**config.mk**
```make
export PLATFORM = sky130hd
export DESIGN_NAME = pin_function_controller
export DESIGN_NICKNAME = d
export VERILOG_FILES = /design/src/apb_reg_port.v /design/src/pin_cell.v /design/src/pin_function_controller.v
export VERILOG_INCLUDE_DIRS = /design/src /design/src/src
export SDC_FILE = /design/constraint.sdc
export NUM_CORES = 1
export LEC_CHECK = 0
export BUFFER_PORTS_ARGS = -buffer_cell sky130_fd_sc_hd__buf_2
export CORE_ASPECT_RATIO = 1.75
export CORE_MARGIN = 2
export CORE_UTILIZATION = 35
export CTS_CLUSTER_DIAMETER = 80
export DETAILED_ROUTE_END_ITERATION = 12
export GPL_TIMING_DRIVEN = 1
export HOLD_SLACK_MARGIN = 0.08
export PLACE_DENSITY = 0.6
export SETUP_SLACK_MARGIN = 0.1
export SKIP_LAST_GASP = 1
export SYNTH_ARGS = -nofsm -noshare
export SYNTH_HDL_FRONTEND = slang
export SYNTH_HIERARCHICAL = 1
export SYNTH_SLANG_ARGS = --single-unit
```
**constraint.sdc**
```tcl
create_clock -name pclk -period 2.2 [get_ports pclk]
set_input_delay 0.44 -clock pclk [delete_from_list [all_inputs] [get_ports pclk]]
set_output_delay 0.44 -clock pclk [all_outputs]
set_load 0.02 [all_outputs]
```
**src/pin_mux_defs.vh**
```
`ifndef PIN_MUX_DEFS_VH
`define PIN_MUX_DEFS_VH

// register byte offsets
`define OFS_SEL_UPPER 12'h000
`define OFS_SEL_LOWER 12'h004
`define OFS_DIR 12'h008
`define OFS_DATA 12'h00C
`define OFS_PIN_STATE 12'h010

// register indices after decode
`define IDX_SEL_UPPER 3'h0
`define IDX_SEL_LOWER 3'h1
`define IDX_DIR 3'h2
`define IDX_DATA 3'h3
`define IDX_PIN_STATE 3'h4
`define IDX_NONE 3'h7

// writable bits, everything else reads as zero
`define SEL_UPPER_MASK 16'h015F
`define SEL_LOWER_MASK 16'hFD75
`define PIN_MASK 13'h1FFF
`define SEL_RESET 16'h0000
`define DIR_RESET 13'h0000
`define DATA_RESET 13'h0000

// upper select field positions
`define P12_BIT 8
`define P11_BIT 6
`define P10_BIT 4
`define P9_HI 3
`define P9_LO 2
`define P8_HI 1
`define P8_LO 0
// lower select field positions
`define P7_HI 15
`define P7_LO 14
`define P6_HI 13
`define P6_LO 12
`define P5_HI 11
`define P5_LO 10
`define P4_BIT 8
`define P3_BIT 6
`define P2_HI 5
`define P2_LO 4
`define P1_BIT 2
`define P0_BIT 0

// bits set at boot in expansion mode with rom disabled
`define SEL_UPPER_BOOT 16'h0150

// two-bit mode codes
`define MODE_PORT 2'h0
`define MODE_F1 2'h1
`define MODE_F2 2'h2
`define MODE_F3 2'h3

// levels given to unselected peripheral inputs
`define IDLE_TIMER_CLK 1'b0
`define IDLE_IRQ 1'b1
`define IDLE_DREQ 1'b1
`define IDLE_RXD 1'b1
`define IDLE_SCK 1'b1

`endif

```
**src/apb_reg_port.v**
```verilog
`include "pin_mux_defs.vh"

module apb_reg_port (
  input wire pclk,
  input wire presetn,
  input wire psel,
  input wire penable,
  input wire pwrite,
  input wire [11:0] paddr,
  output wire pready,
  output reg pslverr,
  output wire setup,
  output wire wr_commit,
  output reg [2:0] reg_idx
);

  // address decode for the five words
  always @* begin
    case (paddr)
      `OFS_SEL_UPPER: reg_idx = `IDX_SEL_UPPER;
      `OFS_SEL_LOWER: reg_idx = `IDX_SEL_LOWER;
      `OFS_DIR: reg_idx = `IDX_DIR;
      `OFS_DATA: reg_idx = `IDX_DATA;
      `OFS_PIN_STATE: reg_idx = `IDX_PIN_STATE;
      default: reg_idx = `IDX_NONE;
    endcase
  end

  // zero wait states
  assign pready = 1'b1;
  assign setup = psel & ~penable;
  assign wr_commit = psel & penable & pwrite & (reg_idx != `IDX_NONE);

  // error flag prepared in setup, shown in access
  always @(posedge pclk or negedge presetn) begin
    if (!presetn) begin
      pslverr <= 1'b0;
    end else if (setup) begin
      pslverr <= (reg_idx == `IDX_NONE);
    end else if (!psel) begin
      pslverr <= 1'b0;
    end
  end

endmodule // apb_reg_port

```
**src/pin_cell.v**
```verilog
module pin_cell (
  input wire pclk,
  input wire presetn,
  input wire func_en,
  input wire func_out,
  input wire func_oe,
  input wire port_dir,
  input wire port_data,
  output reg pin_out,
  output reg pin_oe
);

  // function output or plain port driver
  always @(posedge pclk or negedge presetn) begin
    if (!presetn) begin
      pin_out <= 1'b0;
      pin_oe <= 1'b0;
    end else if (func_en) begin
      pin_out <= func_out;
      pin_oe <= func_oe;
    end else begin
      pin_out <= port_data;
      pin_oe <= port_dir;
    end
  end

endmodule // pin_cell

```
**src/pin_function_controller.v**
```verilog
// Notes on behaviour
// - pin 12 select bit chooses write strobe
// - pin 11 select bit chooses chip select 1
// - pin 10 select bit chooses chip select 0
// - pin 9 field: port, timer D, irq 3
// - pin 8 field: port, timer C, irq 2
// - pin 7 field: port, timer B, select 3
// - pin 6 field: port, timer A, select 2
// - pin 5: port, serial clock 1, dma_request_1, ext_interrupt_1
// - pin 4 select bit chooses serial 1 transmit
// - pin 3 select bit chooses serial 1 receive
// - pin 2: port, serial clock 0, dma_request_0, ext_interrupt_0
// - pin 1 select bit chooses serial 0 transmit
// - pin 0 select bit chooses serial 0 receive
// - selects reset to port, boot strap exception
// - port pins follow the direction register bit
// - unused lower select bits read as zero
//
// Chosen here: the APB slave port and the register addresses.
`include "pin_mux_defs.vh"

module pin_function_controller (
  input wire pclk,
  input wire presetn,
  input wire psel,
  input wire penable,
  input wire pwrite,
  input wire [11:0] paddr,
  input wire [31:0] pwdata,
  output reg [31:0] prdata,
  output wire pready,
  output wire pslverr,
  input wire rom_off_expansion_boot,
  input wire [12:0] pin_in,
  output wire [12:0] pin_out,
  output wire [12:0] pin_oe,
  input wire low_byte_write_strobe,
  input wire chip_select_0,
  input wire chip_select_1,
  input wire chip_select_2,
  input wire chip_select_3,
  input wire serial0_transmit,
  input wire serial1_transmit,
  input wire serial0_clock_out,
  input wire serial1_clock_out,
  output reg serial0_clock,
  output reg serial1_clock,
  output reg serial0_receive,
  output reg serial1_receive,
  output reg timer_ext_clock_a,
  output reg timer_ext_clock_b,
  output reg timer_ext_clock_c,
  output reg timer_ext_clock_d,
  output reg ext_interrupt_0,
  output reg ext_interrupt_1,
  output reg ext_interrupt_2,
  output reg ext_interrupt_3,
  output reg dma_request_0,
  output reg dma_request_1
);

  function is_code;
    input [1:0] field;
    input [1:0] code;
    begin
      is_code = (field == code);
    end
  endfunction

  reg [15:0] sel_upper_r;
  reg [15:0] sel_lower_r;
  reg [12:0] port_a_direction_low_r;
  reg [12:0] port_data_r;
  reg [12:0] pin_state_r;
  reg boot_pending_r;
  reg [12:0] func_en;
  reg [12:0] func_out;
  reg [12:0] func_oe;
  reg [31:0] read_value;
  wire setup;
  wire wr_commit;
  wire [2:0] reg_idx;
  wire [1:0] pin9_mode;
  wire [1:0] pin8_mode;
  wire [1:0] pin7_mode;
  wire [1:0] pin6_mode;
  wire [1:0] pin5_mode;
  wire [1:0] pin2_mode;
  wire pin12_select;
  wire pin11_select;
  wire pin10_select;
  wire pin4_select;
  wire pin3_select;
  wire pin1_select;
  wire pin0_select;

  // peripheral input routes
  wire route_timer_a;
  wire route_timer_b;
  wire route_timer_c;
  wire route_timer_d;
  wire route_irq_0;
  wire route_irq_1;
  wire route_irq_2;
  wire route_irq_3;
  wire route_dreq_0;
  wire route_dreq_1;
  wire route_sclk_0;
  wire route_sclk_1;
  wire route_rx_0;
  wire route_rx_1;

  apb_reg_port u_apb (
    .pclk(pclk),
    .presetn(presetn),
    .psel(psel),
    .penable(penable),
    .pwrite(pwrite),
    .paddr(paddr),
    .pready(pready),
    .pslverr(pslverr),
    .setup(setup),
    .wr_commit(wr_commit),
    .reg_idx(reg_idx)
  );

  assign pin12_select = sel_upper_r[`P12_BIT];
  assign pin11_select = sel_upper_r[`P11_BIT];
  assign pin10_select = sel_upper_r[`P10_BIT];
  assign pin9_mode = {sel_upper_r[`P9_HI], sel_upper_r[`P9_LO]};
  assign pin8_mode = {sel_upper_r[`P8_HI], sel_upper_r[`P8_LO]};
  assign pin7_mode = {sel_lower_r[`P7_HI], sel_lower_r[`P7_LO]};
  assign pin6_mode = {sel_lower_r[`P6_HI], sel_lower_r[`P6_LO]};
  assign pin5_mode = {sel_lower_r[`P5_HI], sel_lower_r[`P5_LO]};
  assign pin4_select = sel_lower_r[`P4_BIT];
  assign pin3_select = sel_lower_r[`P3_BIT];
  assign pin2_mode = {sel_lower_r[`P2_HI], sel_lower_r[`P2_LO]};
  assign pin1_select = sel_lower_r[`P1_BIT];
  assign pin0_select = sel_lower_r[`P0_BIT];

  assign route_timer_d = is_code(pin9_mode, `MODE_F1);
  assign route_irq_3 = is_code(pin9_mode, `MODE_F2);
  assign route_timer_c = is_code(pin8_mode, `MODE_F1);
  assign route_irq_2 = is_code(pin8_mode, `MODE_F2);
  assign route_timer_b = is_code(pin7_mode, `MODE_F1);
  assign route_timer_a = is_code(pin6_mode, `MODE_F1);
  assign route_sclk_1 = is_code(pin5_mode, `MODE_F1);
  assign route_dreq_1 = is_code(pin5_mode, `MODE_F2);
  assign route_irq_1 = is_code(pin5_mode, `MODE_F3);
  assign route_rx_1 = pin3_select;
  assign route_sclk_0 = is_code(pin2_mode, `MODE_F1);
  assign route_dreq_0 = is_code(pin2_mode, `MODE_F2);
  assign route_irq_0 = is_code(pin2_mode, `MODE_F3);
  assign route_rx_0 = pin0_select;

  // select registers, with boot strap load
  always @(posedge pclk or negedge presetn) begin
    if (!presetn) begin
      sel_upper_r <= `SEL_RESET;
      sel_lower_r <= `SEL_RESET;
      boot_pending_r <= 1'b1;
    end else begin
      boot_pending_r <= 1'b0;
      if (wr_commit && reg_idx == `IDX_SEL_UPPER) begin
        sel_upper_r <= pwdata[15:0] & `SEL_UPPER_MASK;
      end else if (boot_pending_r && rom_off_expansion_boot) begin
        sel_upper_r <= sel_upper_r | `SEL_UPPER_BOOT;
      end
      if (wr_commit && reg_idx == `IDX_SEL_LOWER) begin
        sel_lower_r <= pwdata[15:0] & `SEL_LOWER_MASK;
      end
    end
  end

  // direction, data and pin sampling
  always @(posedge pclk or negedge presetn) begin
    if (!presetn) begin
      port_a_direction_low_r <= `DIR_RESET;
      port_data_r <= `DATA_RESET;
      pin_state_r <= `DATA_RESET;
    end else begin
      pin_state_r <= pin_in;
      if (wr_commit && reg_idx == `IDX_DIR) begin
        port_a_direction_low_r <= pwdata[12:0];
      end
      if (wr_commit && reg_idx == `IDX_DATA) begin
        port_data_r <= pwdata[12:0];
      end
    end
  end

  // read mux
  always @* begin
    read_value = 32'h0000_0000;
    case (reg_idx)
      `IDX_SEL_UPPER: read_value = {16'h0000, sel_upper_r};
      `IDX_SEL_LOWER: read_value = {16'h0000, sel_lower_r};
      `IDX_DIR: read_value = {19'h0_0000, port_a_direction_low_r};
      `IDX_DATA: read_value = {19'h0_0000, (port_a_direction_low_r & port_data_r) |
                             (~port_a_direction_low_r & pin_state_r)};
      `IDX_PIN_STATE: read_value = {19'h0_0000, pin_state_r};
      default: read_value = 32'h0000_0000;
    endcase
  end

  // read data captured in the setup cycle
  always @(posedge pclk or negedge presetn) begin
    if (!presetn) begin
      prdata <= 32'h0000_0000;
    end else if (setup && !pwrite) begin
      prdata <= read_value;
    end
  end

  // pin output routing per mode
  always @* begin
    func_en = 13'h0000;
    func_out = 13'h0000;
    func_oe = 13'h0000;
    func_en[12] = pin12_select;
    func_out[12] = low_byte_write_strobe;
    func_oe[12] = 1'b1;
    func_en[11] = pin11_select;
    func_out[11] = chip_select_1;
    func_oe[11] = 1'b1;
    func_en[10] = pin10_select;
    func_out[10] = chip_select_0;
    func_oe[10] = 1'b1;
    func_en[9] = !is_code(pin9_mode, `MODE_PORT);
    func_en[8] = !is_code(pin8_mode, `MODE_PORT);
    // pin 7 timer in or select out
    func_en[7] = !is_code(pin7_mode, `MODE_PORT);
    func_out[7] = chip_select_3;
    func_oe[7] = is_code(pin7_mode, `MODE_F2);
    // pin 6 timer in or select out
    func_en[6] = !is_code(pin6_mode, `MODE_PORT);
    func_out[6] = chip_select_2;
    func_oe[6] = is_code(pin6_mode, `MODE_F2);
    // serial clock 1 uses direction bit
    func_en[5] = !is_code(pin5_mode, `MODE_PORT);
    func_out[5] = serial1_clock_out;
    func_oe[5] = is_code(pin5_mode, `MODE_F1) & port_a_direction_low_r[5];
    func_en[4] = pin4_select;
    func_out[4] = serial1_transmit;
    func_oe[4] = 1'b1;
    func_en[3] = pin3_select;
    // serial clock 0 uses direction bit
    func_en[2] = !is_code(pin2_mode, `MODE_PORT);
    func_out[2] = serial0_clock_out;
    func_oe[2] = is_code(pin2_mode, `MODE_F1) & port_a_direction_low_r[2];
    func_en[1] = pin1_select;
    func_out[1] = serial0_transmit;
    func_oe[1] = 1'b1;
    func_en[0] = pin0_select;
  end

  genvar gi;
  generate
    for (gi = 0; gi < 13; gi = gi + 1) begin : g_pin
      pin_cell u_cell (
        .pclk(pclk),
        .presetn(presetn),
        .func_en(func_en[gi]),
        .func_out(func_out[gi]),
        .func_oe(func_oe[gi]),
        .port_dir(port_a_direction_low_r[gi]),
        .port_data(port_data_r[gi]),
        .pin_out(pin_out[gi]),
        .pin_oe(pin_oe[gi])
      );
    end
  endgenerate

  always @(posedge pclk or negedge presetn) begin
    if (!presetn) begin
      timer_ext_clock_a <= `IDLE_TIMER_CLK;
      timer_ext_clock_b <= `IDLE_TIMER_CLK;
      timer_ext_clock_c <= `IDLE_TIMER_CLK;
      timer_ext_clock_d <= `IDLE_TIMER_CLK;
      ext_interrupt_0 <= `IDLE_IRQ;
      ext_interrupt_1 <= `IDLE_IRQ;
      ext_interrupt_2 <= `IDLE_IRQ;
      ext_interrupt_3 <= `IDLE_IRQ;
      dma_request_0 <= `IDLE_DREQ;
      dma_request_1 <= `IDLE_DREQ;
      serial0_receive <= `IDLE_RXD;
      serial1_receive <= `IDLE_RXD;
      serial0_clock <= `IDLE_SCK;
      serial1_clock <= `IDLE_SCK;
    end else begin
      timer_ext_clock_d <= route_timer_d ? pin_in[9] : `IDLE_TIMER_CLK;
      ext_interrupt_3 <= route_irq_3 ? pin_in[9] : `IDLE_IRQ;
      timer_ext_clock_c <= route_timer_c ? pin_in[8] : `IDLE_TIMER_CLK;
      ext_interrupt_2 <= route_irq_2 ? pin_in[8] : `IDLE_IRQ;
      timer_ext_clock_b <= route_timer_b ? pin_in[7] : `IDLE_TIMER_CLK;
      timer_ext_clock_a <= route_timer_a ? pin_in[6] : `IDLE_TIMER_CLK;
      // clock 1, dreq 1, irq 1
      serial1_clock <= route_sclk_1 ? pin_in[5] : `IDLE_SCK;
      dma_request_1 <= route_dreq_1 ? pin_in[5] : `IDLE_DREQ;
      ext_interrupt_1 <= route_irq_1 ? pin_in[5] : `IDLE_IRQ;
      serial1_receive <= route_rx_1 ? pin_in[3] : `IDLE_RXD;
      // clock 0, dreq 0, irq 0
      serial0_clock <= route_sclk_0 ? pin_in[2] : `IDLE_SCK;
      dma_request_0 <= route_dreq_0 ? pin_in[2] : `IDLE_DREQ;
      ext_interrupt_0 <= route_irq_0 ? pin_in[2] : `IDLE_IRQ;
      serial0_receive <= route_rx_0 ? pin_in[0] : `IDLE_RXD;
    end
  end

endmodule // pin_function_controller

```
==> impl_results.html <==
<table>
<tr><th>Metric</th><th>Value</th></tr>
<tr><th colspan="2">Outcome</th></tr>
<tr><td>Outcome</td><td>completed</td></tr>
<tr><th colspan="2">Timing</th></tr>
<tr><td>Setup repair after global routing missed its margin</td><td>false</td></tr>
<tr><td>Hold slack final</td><td>approximately 140 ps</td></tr>
<tr><td>Pins over their slew limit</td><td>0</td></tr>
<tr><td>Slew of the pin with the lowest slew margin</td><td>559 ps</td></tr>
<tr><td>Worst-case clock skew</td><td>~9.4 ps</td></tr>
<tr><td>Slew Limit Headroom</td><td>0.627</td></tr>
<tr><td>Hold violation count in the final report</td><td>0</td></tr>
<tr><td>Minimum clock period after layout</td><td>about 2000 ps</td></tr>
<tr><td>Number of setup violations in the final report</td><td>0</td></tr>
<tr><td>Highest attainable clock frequency</td><td>about 500 MHz</td></tr>
<tr><td>Portion of the clock cycle consumed by the worst path in the final layout</td><td>0.902</td></tr>
<tr><th colspan="2">Floorplanning</th></tr>
<tr><td>Area inside the core boundary</td><td>roughly 14000 µm²</td></tr>
<tr><td>Initial Utilization</td><td>0.360</td></tr>
<tr><td>Height of the chip</td><td>between 150 and 200 µm</td></tr>
<tr><td>Total die area</td><td>approximately 15000 µm²</td></tr>
<tr><td>Boundary Pins</td><td>around 150</td></tr>
<tr><td>Floorplan die width</td><td>roughly 94 µm</td></tr>
<tr><td>Number of cell rows</td><td>57</td></tr>
<tr><th colspan="2">Clocking</th></tr>
<tr><td>Setup Fix Bufs, Post-CTS</td><td>0</td></tr>
<tr><td>Clock tree from TritonCTS</td><td>built</td></tr>
<tr><td>Buffers from clock root to sink, at most</td><td>2</td></tr>
<tr><td>Maximum level of the CTS H-tree</td><td>4</td></tr>
<tr><td>Total clock buffers created by CTS</td><td>17</td></tr>
<tr><td>Clock-pin transition on the worst setup and hold timing paths</td><td>approximately 50 ps</td></tr>
<tr><td>CTS sink cnt</td><td>116</td></tr>
<tr><td>Clock root cell</td><td>sky130_fd_sc_hd__clkbuf_16</td></tr>
<tr><td>Clock insertion delay at the later pin of the skew report</td><td>400 ps</td></tr>
<tr><th colspan="2">Synth</th></tr>
<tr><td>Post-Syn Instances</td><td>approximately 360</td></tr>
<tr><td>Number of synthesized register bits</td><td>116</td></tr>
<tr><td>Cell area after synthesis</td><td>between 5000 and 6000 µm²</td></tr>
<tr><td>Synth warnings</td><td>6</td></tr>
<tr><td>Async set-or-reset flop fraction in the synthesized netlist</td><td>1.00</td></tr>
<tr><td>Number of flops mapped to enable cells by yosys</td><td>0</td></tr>
<tr><td>Register area share after synthesis</td><td>0.583</td></tr>
<tr><td>Library cells used by synthesis</td><td>40</td></tr>
<tr><td>Leading register cell type out of synthesis</td><td>sky130_fd_sc_hd__dfrtp_1</td></tr>
<tr><td>Average instance area after synthesis</td><td>13.8 µm²</td></tr>
<tr><th colspan="2">Drt</th></tr>
<tr><td>DRC marker count from the first detailed-route iteration</td><td>roughly 130</td></tr>
<tr><td>Count of antenna-violating nets left after detailed routing</td><td>0</td></tr>
<tr><td>Via count</td><td>3466</td></tr>
<tr><td>Average via count per standard cell</td><td>between 4 and 5</td></tr>
<tr><td>Number of iterations in the first detailed-routing pass</td><td>4</td></tr>
<tr><td>Residual DRC</td><td>0</td></tr>
<tr><td>Detailed-route wire length</td><td>between 10000 and 15000 µm</td></tr>
<tr><td>Detailed-route wire length per cell</td><td>16.8 µm</td></tr>
<tr><th colspan="2">Setup path</th></tr>
<tr><td>Endpoint kind of the worst setup timing path</td><td>flip-flop</td></tr>
<tr><td>Cells along the critical path</td><td>buf_2 -&gt; nor4_4 -&gt; nand3_2 -&gt; a211o_2 -&gt; or2_4 -&gt; nor2_4 -&gt; mux2_2</td></tr>
<tr><td>Signal arrival time at the worst endpoint</td><td>2270 ps</td></tr>
<tr><td>Largest stage delay on the critical path</td><td>between 400 and 500 ps</td></tr>
<tr><td>Critical Path Source Type</td><td>input port</td></tr>
<tr><td>Critical Path Source</td><td>paddr[9]</td></tr>
<tr><td>Worst-path maximum fanout</td><td>8</td></tr>
<tr><td>Logic depth of the worst register-to-register path</td><td>4</td></tr>
<tr><td>Reg-to-reg critical path endpoint</td><td>prdata[6]</td></tr>
<tr><td>Startpoint of the lowest-slack register-to-register path</td><td>sel_lower_r[6]</td></tr>
<tr><td>Worst reg-to-reg setup slack</td><td>940 ps</td></tr>
<tr><td>Required time of the critical path</td><td>roughly 2500 ps</td></tr>
<tr><td>Type of the setup path with the least slack</td><td>in -&gt; reg</td></tr>
<tr><td>Cell type of the slowest stage on the worst timing path</td><td>sky130_fd_sc_hd__a211o_2</td></tr>
<tr><th colspan="2">Final layout</th></tr>
<tr><td>Area Growth Syn to Fin</td><td>32.5%</td></tr>
<tr><td>Commonest non-fill, non-tap cells in the layout</td><td>111 x sky130_fd_sc_hd__buf_2, 105 x sky130_fd_sc_hd__dfrtp_1, 63 x sky130_fd_sc_hd__mux2_2, 33 x sky130_fd_sc_hd__buf_4, 31 x sky130_fd_sc_hd__conb_1</td></tr>
<tr><td>Fraction of final layout cells sized beyond drive strength 1</td><td>0.513</td></tr>
<tr><td>Filler Cell Count</td><td>roughly 1200</td></tr>
<tr><td>Commonest non-fill, non-tap cell in the layout</td><td>sky130_fd_sc_hd__buf_2</td></tr>
<tr><td>Final nets</td><td>approximately 600</td></tr>
<tr><td>Number of inserted diodes</td><td>0</td></tr>
<tr><th colspan="2">Power</th></tr>
<tr><td>Standby leakage power</td><td>around 0.0033 µW</td></tr>
<tr><td>Total power after layout</td><td>~5200 µW</td></tr>
<tr><td>Areal power density over the cells</td><td>between 700 and 800 nW/µm²</td></tr>
<tr><td>Max rail drop VDD</td><td>roughly 0.00054 V</td></tr>
<tr><th colspan="2">GRT</th></tr>
<tr><td>Overall routing resource usage</td><td>0.168</td></tr>
<tr><td>Number of global-route vias before repair</td><td>between 3000 and 4000</td></tr>
<tr><td>Number of antenna violations at the first check in global routing</td><td>1</td></tr>
<tr><td>Total congestion overflow</td><td>0</td></tr>
<tr><td>Largest net degree at the start of global routing</td><td>45</td></tr>
<tr><td>Global-route wire length before repair</td><td>just under 20000 µm</td></tr>
<tr><th colspan="2">Place</th></tr>
<tr><td>Post-DP HPWL</td><td>9080 µm</td></tr>
<tr><td>Final estimated routing congestion in global placement</td><td>between 0.7 and 0.8</td></tr>
<tr><td>I/O Buffers</td><td>about 110</td></tr>
<tr><th colspan="2">Min path</th></tr>
<tr><td>Origin of the worst min-delay path</td><td>pin_in[1]</td></tr>
<tr><td>Hold EP</td><td>pin_state_r[1]</td></tr>
<tr><td>Number of cells on the worst hold path</td><td>1</td></tr>
<tr><td>Type of the worst min-delay path</td><td>in -&gt; reg</td></tr>
<tr><th colspan="2">Job</th></tr>
<tr><td>Max_cap viols</td><td>0</td></tr>
</table>
==> power by group <==
group	internal, µW	switching [µW]
sequential	2160	9.98
clock	1900	929
combinational	66.7	127
==> critical path: cells and delay by family <==
kind,cells,cell delay (ps)
AOI/OAI and AO/OA,1,410
buffers and inverters,1,110
muxes,1,370
and+or+nand+nor,4,930
==> cells by family (layout without fill, tap and decap cells) <==
group / Yosys count / in the layout / share of synthesized area
other: 3 / 31 / 0.00225
muxes: 83 / 83 / 0.184
DFF: 116 / 116 / 0.583
and+or+nand+nor: 76 / 76 / 0.105
buffers and inverters: 29 / 180 / 0.0432
AOI/OAI and AO/OA: 56 / 56 / 0.0828
==> through the flow <==
stage               cell area [µm²]  setup slack (ps)  utilization  setup TNS [ps]  cells
finish                         6630               215        0.477               0    719
global route                   6630               116        0.477               0    719
CTS                            6620               214        0.476               0    719
detailed placement             6000              -213        0.431           -9400    686
global placement               6000              -156        0.431           -7070    686
floorplan                      5130             -1.28            -           -12.8    391
==> how the worst max path moves through the flow <==
stage                                       to  cells past startpoint
finish                          sel_upper_r[2]                      7
global placement                     prdata[8]                      9
global route                         prdata[4]                     10
detailed placement                   prdata[4]                      9
CTS                                  prdata[4]                      9
floorplan           port_a_direction_low_r[10]                      7
==> flip-flops by register name, indices dropped and copies added, names as in the netlist, 7 cells and up <==
name                    cells
sel_upper_r                 7
pin_state_r                13
sel_lower_r                12
prdata                     16
port_a_direction_low_r     13
port_data_r                13
g_pin.u_cell/pin_oe        13
g_pin.u_cell/pin_out       13
==> timing repair <==
action / in CTS / in global routing
resized for setup: 0 / 2
setup endpoints to repair: 0 / 2
hold buffers: 1 / 0
endpoints found under the hold margin: 31 / 0
==> synthesized netlist by cell type (all sizes together) (4+ instances only) <==
cell type | number | share of area
dfrtp | 105 | 0.53
mux2 | 73 | 0.16
buf | 28 | 0.042
nand2 | 17 | 0.013
a22o | 13 | 0.023
dfstp | 11 | 0.058
a22oi | 10 | 0.015
mux2i | 10 | 0.020
a21oi | 9 | 0.0098
and3b | 9 | 0.016
nand2b | 9 | 0.013
o221ai | 8 | 0.014
or2 | 8 | 0.010
nor2b | 7 | 0.0093
o21ai | 7 | 0.0070
nor2 | 6 | 0.0050
or3b | 6 | 0.010
nand3 | 5 | 0.0060
o22ai | 4 | 0.0050
==> layer usage <==
metal	GRT usage	wire, µm
met1	0.183	4570
met2	0.299	6690
met3	0.0487	576
met4	0.0672	252
met5	0	7
==> final cells by class <==
class / instances / area [µm²] / share of cell area
flip-flops and latches: 116 / 2920 / 0.440
clock inverters: 8 / 123 / 0.0185
clock buffers: 24 / 492 / 0.0741
multi-input cells: 246 / 2010 / 0.303
well taps: 177 / 221 / 0.0334
repair buffers: 148 / 873 / 0.132
Note: power is estimated with default switching activity, not from simulation.
